**config.mk**
```make
export PLATFORM = sky130hd
export DESIGN_NAME = mpb_bus_port
export DESIGN_NICKNAME = d
export VERILOG_FILES = /design/src/mpb_pkg.sv /design/src/mpb_sync.sv /design/src/mpb_bus_port.sv
export SDC_FILE = /design/constraint.sdc
export NUM_CORES = 1
export LEC_CHECK = 0
export BUFFER_PORTS_ARGS = -buffer_cell sky130_fd_sc_hd__buf_4
export CORE_UTILIZATION = 35
export CTS_BUF_LIST = sky130_fd_sc_hd__clkbuf_16
export DETAILED_ROUTE_END_ITERATION = 16
export PLACE_DENSITY_LB_ADDON = 0.12
export SLEW_MARGIN = 25
export SYNTH_ARGS = -nofsm -noshare
export SYNTH_HDL_FRONTEND = slang
export SYNTH_SLANG_ARGS = --single-unit
```
**constraint.sdc**
```tcl
create_clock -name clk_sys -period 4.4 [get_ports clk_sys]
set_input_delay 0 -clock clk_sys [delete_from_list [all_inputs] [get_ports clk_sys]]
set_output_delay 0 -clock clk_sys [all_outputs]
set_load 0.02 [all_outputs]
```
**src/mpb_pkg.sv**
```systemverilog
// What this block does
// - names ending in _n are asserted low, every other signal is asserted high.
// - read_not_write is high for reads from an external device and low for writes to it.
// - byte_write_enable_n bit 0 qualifies data bits 7:0, bit 1 qualifies data bits 15:8.
// - a 22-bit address leaves on dedicated pins; bits 25:22 appear only where their alt function is on.
// - the data bus is 16 bits both ways: the port drives it on writes, the selected device on reads.
// - while cold reset is asserted the data pins are inputs and their levels become the boot vector.
// - six low-active chip selects each pick one external device during a transaction.
// - bus_grant_n is asserted only after the port has released the bus.
// - read_output_enable_n is asserted while the selected device is expected to drive data.
// - buffer_direction_n follows the transfer direction for the external transceiver.
// - buffer_output_enable_n enables the external transceiver during a transfer.
// - bus operations are timed from the master clock and a clock at a quarter of its rate goes out to devices.
// - cold reset initialises state and loads the boot vector.
// - warm_reset_n starts a warm reset when pulled low outside and is driven low during any warm reset.
package mpb_pkg;
  localparam int ADDR_W = 22;
  localparam int ADDR_HI_W = 4;
  localparam int DATA_W = 16;
  localparam int CS_W = 6;
  localparam int BE_W = 2;
  localparam int CS_IDX_W = 3;
  // bus phase lengths in master-clock cycles
  localparam logic [3:0] SETUP_CYC = 4'h1;
  localparam logic [3:0] STROBE_CYC = 4'h2;
  localparam logic [3:0] HOLD_CYC = 4'h1;
  // warm reset drive length in cycles
  localparam logic [7:0] WARM_CYC = 8'h10;
  // bus clock divider: toggle every this many cycles plus one
  localparam logic [1:0] CLK_DIV = 2'h1;

  typedef enum logic [2:0] {
    ST_IDLE = 3'h0,
    ST_SETUP = 3'h1,
    ST_STROBE = 3'h3,
    ST_HOLD = 3'h2,
    ST_RELEASE = 3'h6,
    ST_GRANTED = 3'h7
  } mpb_state_t;
endpackage : mpb_pkg

```
**src/mpb_sync.sv**
```systemverilog
`timescale 1ns/100ps
// two-flop synchroniser for pins coming from outside the clock domain
module mpb_sync #(
  parameter int WIDTH = 1,
  parameter logic [WIDTH-1:0] RESET_VAL = '0
) (
  input wire logic clk_sys,
  input wire logic rst,
  input wire logic [WIDTH-1:0] pinIn,
  output logic [WIDTH-1:0] syncOut
);
  logic [WIDTH-1:0] meta_q;

  // first stage feeds only the second stage
  always_ff @(posedge clk_sys or posedge rst) begin
    if (rst) begin
      meta_q <= RESET_VAL;
      syncOut <= RESET_VAL;
    end else begin
      meta_q <= pinIn;
      syncOut <= meta_q;
    end
  end
endmodule : mpb_sync

```
**src/mpb_bus_port.sv**
```systemverilog
`timescale 1ns/100ps
// memory and peripheral bus port: one transfer at a time, with bus hand-over
module mpb_bus_port #(
  // phase lengths in master-clock cycles; the defaults give a four-cycle transfer
  parameter logic [3:0] SETUP_LEN = mpb_pkg::SETUP_CYC,
  parameter logic [3:0] STROBE_LEN = mpb_pkg::STROBE_CYC,
  parameter logic [3:0] HOLD_LEN = mpb_pkg::HOLD_CYC,
  parameter logic [7:0] WARM_LEN = mpb_pkg::WARM_CYC
) (
  input wire logic clk_sys,
  input wire logic rst,
  // cold reset pin and warm reset line
  input wire logic cold_reset_n,
  input wire logic warmResetIn_n,
  output logic warmResetOut,
  output logic warmResetOe,
  input wire logic warmResetReq,
  output logic warmResetActive,
  // internal request side
  input wire logic reqValid,
  output logic reqReady,
  input wire logic reqRead,
  input wire logic [mpb_pkg::ADDR_W+mpb_pkg::ADDR_HI_W-1:0] reqAddr,
  input wire logic [mpb_pkg::CS_IDX_W-1:0] reqCs,
  input wire logic [mpb_pkg::BE_W-1:0] reqByteEn,
  input wire logic [mpb_pkg::DATA_W-1:0] reqWData,
  output logic rspValid,
  output logic [mpb_pkg::DATA_W-1:0] rspRData,
  input wire logic [mpb_pkg::ADDR_HI_W-1:0] addrHiAltEn,
  output logic [mpb_pkg::DATA_W-1:0] bootVector,
  output logic bootValid,
  // bus pins
  output logic bus_clock_out,
  output logic [mpb_pkg::ADDR_W-1:0] bus_address,
  output logic [mpb_pkg::ADDR_HI_W-1:0] busAddrHi,
  output logic [mpb_pkg::ADDR_HI_W-1:0] busAddrHiOe,
  output logic busAddrOe,
  input wire logic [mpb_pkg::DATA_W-1:0] busDataIn,
  output logic [mpb_pkg::DATA_W-1:0] busDataOut,
  output logic busDataOe,
  output logic [mpb_pkg::CS_W-1:0] chip_select_n,
  output logic read_not_write,
  output logic [mpb_pkg::BE_W-1:0] byte_write_enable_n,
  output logic read_output_enable_n,
  output logic buffer_direction_n,
  output logic buffer_output_enable_n,
  output logic strobeOe,
  input wire logic bus_request_n,
  output logic bus_grant_n
);
  typedef struct packed {
    mpb_pkg::mpb_state_t st;
    logic [3:0] cnt;
    logic rd;
    logic [mpb_pkg::ADDR_W+mpb_pkg::ADDR_HI_W-1:0] addr;
    logic [mpb_pkg::CS_W-1:0] cs;
    logic [mpb_pkg::BE_W-1:0] be;
    logic [mpb_pkg::DATA_W-1:0] wdata;
    logic [mpb_pkg::DATA_W-1:0] rdata;
    logic rspV;
    logic [mpb_pkg::DATA_W-1:0] boot;
    logic bootV;
    logic coldSeen;
    logic [7:0] warmCnt;
    logic warmLow;
    logic [1:0] divCnt;
    logic busClk;
  } mpb_regs_t;

  mpb_regs_t r_q;
  mpb_regs_t r_d;
  logic coldSync_n;
  logic warmSync_n;
  logic brSync_n;
  logic [mpb_pkg::DATA_W-1:0] dataSync;
  logic coldActive;
  logic warmActive;

  // all pins from outside pass two flops before use
  mpb_sync #(.WIDTH(3), .RESET_VAL(3'h7)) u_ctrlSync (
    .clk_sys(clk_sys),
    .rst(rst),
    .pinIn({cold_reset_n, warmResetIn_n, bus_request_n}),
    .syncOut({coldSync_n, warmSync_n, brSync_n})
  );
  mpb_sync #(.WIDTH(mpb_pkg::DATA_W), .RESET_VAL('0)) u_dataSync (
    .clk_sys(clk_sys),
    .rst(rst),
    .pinIn(busDataIn),
    .syncOut(dataSync)
  );

  // refuse lengths the counters cannot serve; read data reaches the logic two
  // cycles late through the synchroniser, so the strobe must last two cycles
  if (SETUP_LEN == 4'h0 || HOLD_LEN == 4'h0 || WARM_LEN == 8'h00) begin : g_badLen
    $error("bus phase lengths must be at least one cycle");
  end
  if (STROBE_LEN < 4'h2) begin : g_badStrobe
    $error("strobe must last two cycles or more");
  end
  if (mpb_pkg::CS_W > (1 << mpb_pkg::CS_IDX_W)) begin : g_badCs
    $error("chip select index too narrow for the select count");
  end

  // one-hot chip select decode, active low
  function automatic logic [mpb_pkg::CS_W-1:0] csDecode(input logic [mpb_pkg::CS_IDX_W-1:0] idx);
    logic [mpb_pkg::CS_W-1:0] v;
    v = '1;
    if (idx < mpb_pkg::CS_IDX_W'(mpb_pkg::CS_W)) begin
      v[idx] = 1'b0;
    end
    return v;
  endfunction : csDecode

  // a phase counter on its final cycle; a zero count acts as one
  function automatic logic lastCycle(input logic [3:0] cnt);
    return cnt <= 4'h1;
  endfunction : lastCycle

  assign coldActive = ~coldSync_n;
  assign warmActive = (r_q.warmCnt != 8'h00) || ~warmSync_n;

  // next-state logic for the whole port
  always_comb begin
    r_d = r_q;
    r_d.rspV = 1'b0;
    // bus clock divided from the master clock
    if (r_q.divCnt == mpb_pkg::CLK_DIV) begin
      r_d.divCnt = 2'h0;
      r_d.busClk = ~r_q.busClk;
    end else begin
      r_d.divCnt = r_q.divCnt + 2'h1;
    end
    // warm reset held for a fixed span, restarted by a request or a fresh
    // low on the line; the bare line level would re-trigger on our own drive
    r_d.warmLow = ~warmSync_n;
    if (warmResetReq || (~warmSync_n && !r_q.warmLow)) begin
      r_d.warmCnt = WARM_LEN;
    end else if (r_q.warmCnt != 8'h00) begin
      r_d.warmCnt = r_q.warmCnt - 8'h01;
    end
    if (coldActive) begin
      // data pins sampled as the boot vector while cold reset is held
      r_d.boot = dataSync;
      r_d.coldSeen = 1'b1;
      r_d.bootV = 1'b0;
      // cold reset clears the bus state
      r_d.st = mpb_pkg::ST_IDLE;
      r_d.cnt = 4'h0;
    end else begin
      if (r_q.coldSeen) begin
        r_d.bootV = 1'b1;
      end
      case (r_q.st)
        mpb_pkg::ST_IDLE: begin
          if (~brSync_n) begin
            r_d.st = mpb_pkg::ST_RELEASE;
          end else if (reqValid && !warmActive) begin
            r_d.st = mpb_pkg::ST_SETUP;
            r_d.cnt = SETUP_LEN;
            r_d.rd = reqRead;
            r_d.addr = reqAddr;
            r_d.cs = csDecode(reqCs);
            r_d.be = reqByteEn;
            r_d.wdata = reqWData;
          end
        end
        mpb_pkg::ST_SETUP: begin
          if (lastCycle(r_q.cnt)) begin
            r_d.st = mpb_pkg::ST_STROBE;
            r_d.cnt = STROBE_LEN;
          end else begin
            r_d.cnt = r_q.cnt - 4'h1;
          end
        end
        mpb_pkg::ST_STROBE: begin
          if (lastCycle(r_q.cnt)) begin
            r_d.st = mpb_pkg::ST_HOLD;
            r_d.cnt = HOLD_LEN;
          end else begin
            r_d.cnt = r_q.cnt - 4'h1;
          end
        end
        mpb_pkg::ST_HOLD: begin
          // the synchronised pins lag two cycles, so the first hold cycle
          // still shows what the device drove during the strobe
          if (r_q.cnt == HOLD_LEN) begin
            r_d.rdata = dataSync;
          end
          if (lastCycle(r_q.cnt)) begin
            r_d.st = mpb_pkg::ST_IDLE;
            r_d.rspV = 1'b1;
            r_d.cs = '1;
          end else begin
            r_d.cnt = r_q.cnt - 4'h1;
          end
        end
        // one cycle with drivers off before the grant shows
        mpb_pkg::ST_RELEASE: begin
          r_d.st = mpb_pkg::ST_GRANTED;
        end
        mpb_pkg::ST_GRANTED: begin
          // stay off the bus until the request is withdrawn
          if (brSync_n) begin
            r_d.st = mpb_pkg::ST_IDLE;
          end
        end
        default: begin
          r_d.st = mpb_pkg::ST_IDLE;
        end
      endcase
    end
  end

  // state register
  always_ff @(posedge clk_sys or posedge rst) begin
    if (rst) begin
      r_q <= '{st: mpb_pkg::ST_IDLE, cs: '1, default: '0};
    end else begin
      r_q <= r_d;
    end
  end

  logic active;
  logic owning;
  logic strobe;
  assign active = (r_q.st == mpb_pkg::ST_SETUP) || (r_q.st == mpb_pkg::ST_STROBE)
                  || (r_q.st == mpb_pkg::ST_HOLD);
  assign strobe = (r_q.st == mpb_pkg::ST_STROBE);
  // the port owns the bus unless released, and never during cold reset
  assign owning = (r_q.st != mpb_pkg::ST_RELEASE) && (r_q.st != mpb_pkg::ST_GRANTED)
                  && !coldActive;

  assign reqReady = (r_q.st == mpb_pkg::ST_IDLE) && brSync_n && !warmActive && !coldActive;
  assign rspValid = r_q.rspV;
  assign rspRData = r_q.rdata;
  assign bootVector = r_q.boot;
  assign bootValid = r_q.bootV;
  // open-drain style drive of the warm reset line
  assign warmResetActive = warmActive;
  assign warmResetOut = 1'b0;
  assign warmResetOe = (r_q.warmCnt != 8'h00);
  assign bus_clock_out = r_q.busClk;
  // low address on dedicated pins, high bits only through alt function
  assign bus_address = r_q.addr[mpb_pkg::ADDR_W-1:0];
  assign busAddrOe = owning;
  assign busAddrHi = r_q.addr[mpb_pkg::ADDR_W+mpb_pkg::ADDR_HI_W-1:mpb_pkg::ADDR_W];
  // each upper pin goes out only while its alternate function is on
  for (genvar i = 0; i < mpb_pkg::ADDR_HI_W; i++) begin : g_addrHi
    assign busAddrHiOe[i] = owning && addrHiAltEn[i];
  end
  // data driven only on writes, never during cold reset
  assign busDataOut = r_q.wdata;
  assign busDataOe = owning && active && !r_q.rd;
  // chip select held through the transfer
  assign chip_select_n = active ? r_q.cs : '1;
  assign read_not_write = active ? r_q.rd : 1'b1;
  // lane enables during the write strobe
  assign byte_write_enable_n = (strobe && !r_q.rd) ? ~r_q.be : '1;
  // device drives during the read strobe
  assign read_output_enable_n = ~(strobe && r_q.rd);
  assign buffer_direction_n = active ? r_q.rd : 1'b0;
  assign buffer_output_enable_n = ~active;
  // strobes and selects released while granted
  assign strobeOe = owning;
  assign bus_grant_n = ~(r_q.st == mpb_pkg::ST_GRANTED);
endmodule : mpb_bus_port

```
==> metrics <==
status complete, no violations; Leakage Power roughly 4.0 nW; Setup TNS 0 ps; final period utilization 0.697; H-tree levels 4; Final min period 3070 ps; Hold Startpoint warmResetReq; Worst Setup End Kind register; worst path cell trace nor2b_1 -> nand3_1 -> nor3_4 -> buf_4 -> nor3_1 -> a31oi_1 -> dlygate4sd3_1; placer congestion estimate slightly above 0.7; final instance area 8190 sq um; grt ovf 0; CTS max path bufs 2; total number of vias 3,850; Slew Viols, Final 0; # hold bufs at CTS 70; CP arrival between 3000 and 4000 ps; Post-Route Skew 5.42 ps; Initial Util 0.361; number of global-route vias before repair 4,047; RSZ-0062 raised after global routing false; Clock Pin Slew Worst Setup and Hold Paths 60 ps; number of stages on the worst hold path 3; drt pass-1 iters 4; Max Cap Viol 0; initial drt markers 110; CP max-delay cell dfstp_2; Critical Path Max Stage Delay 950 ps; Clock Latency Late Sink 410 ps; Rows 47; Fmax achieved between 300 and 400 MHz; Worst Tran Pin Value 878 ps; EDFF count, synth 0; Synth top cells by count 131 x dfrtp_1, 81 x buf_4, 71 x mux2_2; Mapped Nets 540; worst r2r src u_ctrlSync.syncOut[2]; CP Launch Type register; syn avg cell area 13.1 sq um; top post-synthesis cells by area dfrtp_1 54%, mux2_2 13%, buf_4 10%; CP Max Fanout 58; Final Hold Fails 0; number of vias per cell between 4 and 5; Layout Area Growth over Synthesis 35.9%; Clock Tree Root clkbuf_16; mean routed wirelength per cell 14.1 microns; DP Cell Count 765; post-route ant nets 0; synthesized netlist cell count 461; CTS resizes 0; Async SR Flop Fraction 1.00; Die Y 133 microns; clock sinks roughly 140; die width 133 microns; maximum vdd drop 0.273 mV; Yosys top cell by area dfrtp_1; Slew headroom 0.415; fin cells 865; R2R Path End r_q[66]; Hold WC Path Type primary input to register; n_diodes 0; initial antenna violation count 0; number of port buffers around 170; Pwr Density 518 nW/um^2; Seq cells post-synth 143; Post-CTS Setup Inserts 0; Most used DFF post-synth dfrtp_1; DP Wirelength 7880 microns; Final setup violation count 0; CP Class register to register; r2r setup slk 1330 ps; fin nets 713; core area 16,700 sq um; number of unique standard cell types used by synthesis 45; Ys Warns 0; # IOs roughly 180; WHS 84.5 ps; cell depth of the worst flop-to-flop path 7; fraction of layout cells with a size suffix above 1 0.462; Area after DPL between 6000 and 7000 sq um; most frequent cell after synthesis dfrtp_1; CTS tree built; CTS Buf Count 17; hold endpoint r_q[4]; # DRC 0; die area 17,800 sq um; Seq/Total Area, Yosys 0.596; Total GRT Usage 0.146; WP data required between 4000 and 5000 ps; first-pass GRT wire length between 20,000 and 25,000 microns; share of the synthesized area in the top cell type 0.544; largest net degree at the start of global routing 99; final design utilization 0.490; Mapped Area between 6000 and 7000 sq um; WL final roughly 12,000 microns
==> worst max path at each step <==
stage,endpoint,cells past startpoint,startpoint,slack [ps]
4_1_cts,r_q[66],7,u_ctrlSync.syncOut[2],1290
6_report,r_q[66],7,u_ctrlSync.syncOut[2],1330
3_3_place_gp,bus_address[2],5,u_ctrlSync.syncOut[2],1700
3_5_place_dp,bus_address[18],5,u_ctrlSync.syncOut[2],1640
2_1_floorplan,bootValid,1,rst,580
5_1_grt,r_q[66],7,u_ctrlSync.syncOut[2],1120
==> flip-flops by register name, summed over array words and instances (netlist names) <==
signal and cells:
r_q 28, bus_address 22, bootVector 16, busDataOut 16, rspRData 16, u_dataSync.meta_q 16, u_dataSync.syncOut 16, busAddrHi 4
u_ctrlSync.meta_q 3, u_ctrlSync.syncOut 3, bootValid 1, bus_clock_out 1, rspValid 1
==> metal layers <==
metal / global-route usage / part of all wire
met5: 0 / 0
met4: 0.0543 / 0.013
met3: 0.0537 / 0.062
met2: 0.245 / 0.51
met1: 0.170 / 0.41
==> power by group <==
group	leakage, nW	switching, mW	total, mW	internal [mW]
clock	0.253	0.528	1.29	0.760
combinational	1.95	0.605	1.19	0.585
sequential	1.80	0.176	1.77	1.59
total	4.00	1.31	4.25	2.94
==> cells in the final DEF (no fill, tap or decap), drive strengths merged, types with 2 or more instances in the layout <==
master and instances:
buf 177, dfrtp 131, mux2 77, dlygate4sd3 70
nor2 23, clkbuf 17, inv 14, nand2 13
dfstp 12, nor3 11, clkinv 9, o21ai 8
nand3 7, and3 7, a31oi 6, mux2i 6
or2 6, nand2b 6, nor2b 4, a21oi 4
xor2 4, ha 4, nand4 3, a2111oi 3
clkinvlp 3, xnor2 2, or3 2
==> critical path: cells and delay by family, from the launching register on <==
kind | cells | cell delay, ps
buffers and inverters | 2 | 1140
AO/OA/AOI/OAI | 1 | 150
flip-flops | 1 | 950
AND/OR/NAND/NOR | 4 | 740
==> area by class of cell <==
type	count	area, sq um
timing repair buffer	247	2030
tap	220	275
fill	1537	8510
clock inverter	13	101
multi-input combinational	211	1710
sequential	143	3590
inverter	14	57.6
clock buffer	17	425
==> logic make-up after synthesis <==
logic type	Yosys count	share of synthesized area
xor+xnor	6	0.00872
mux	83	0.154
compound gates	32	0.0357
other cells	1	0.000622
buf+inv	107	0.120
fa+ha+maj	4	0.00830
simple gates	85	0.0764
flops	143	0.596
==> through the flow <==
stage          setup slack (ps)  power, mW
2_1_floorplan               582       2.69
3_3_place_gp               1700       2.91
3_5_place_dp               1640       2.93
4_1_cts                    1290       4.31
5_1_grt                    1120       4.48
6_report                   1330       4.25
Power figures use the tool's default switching activity.
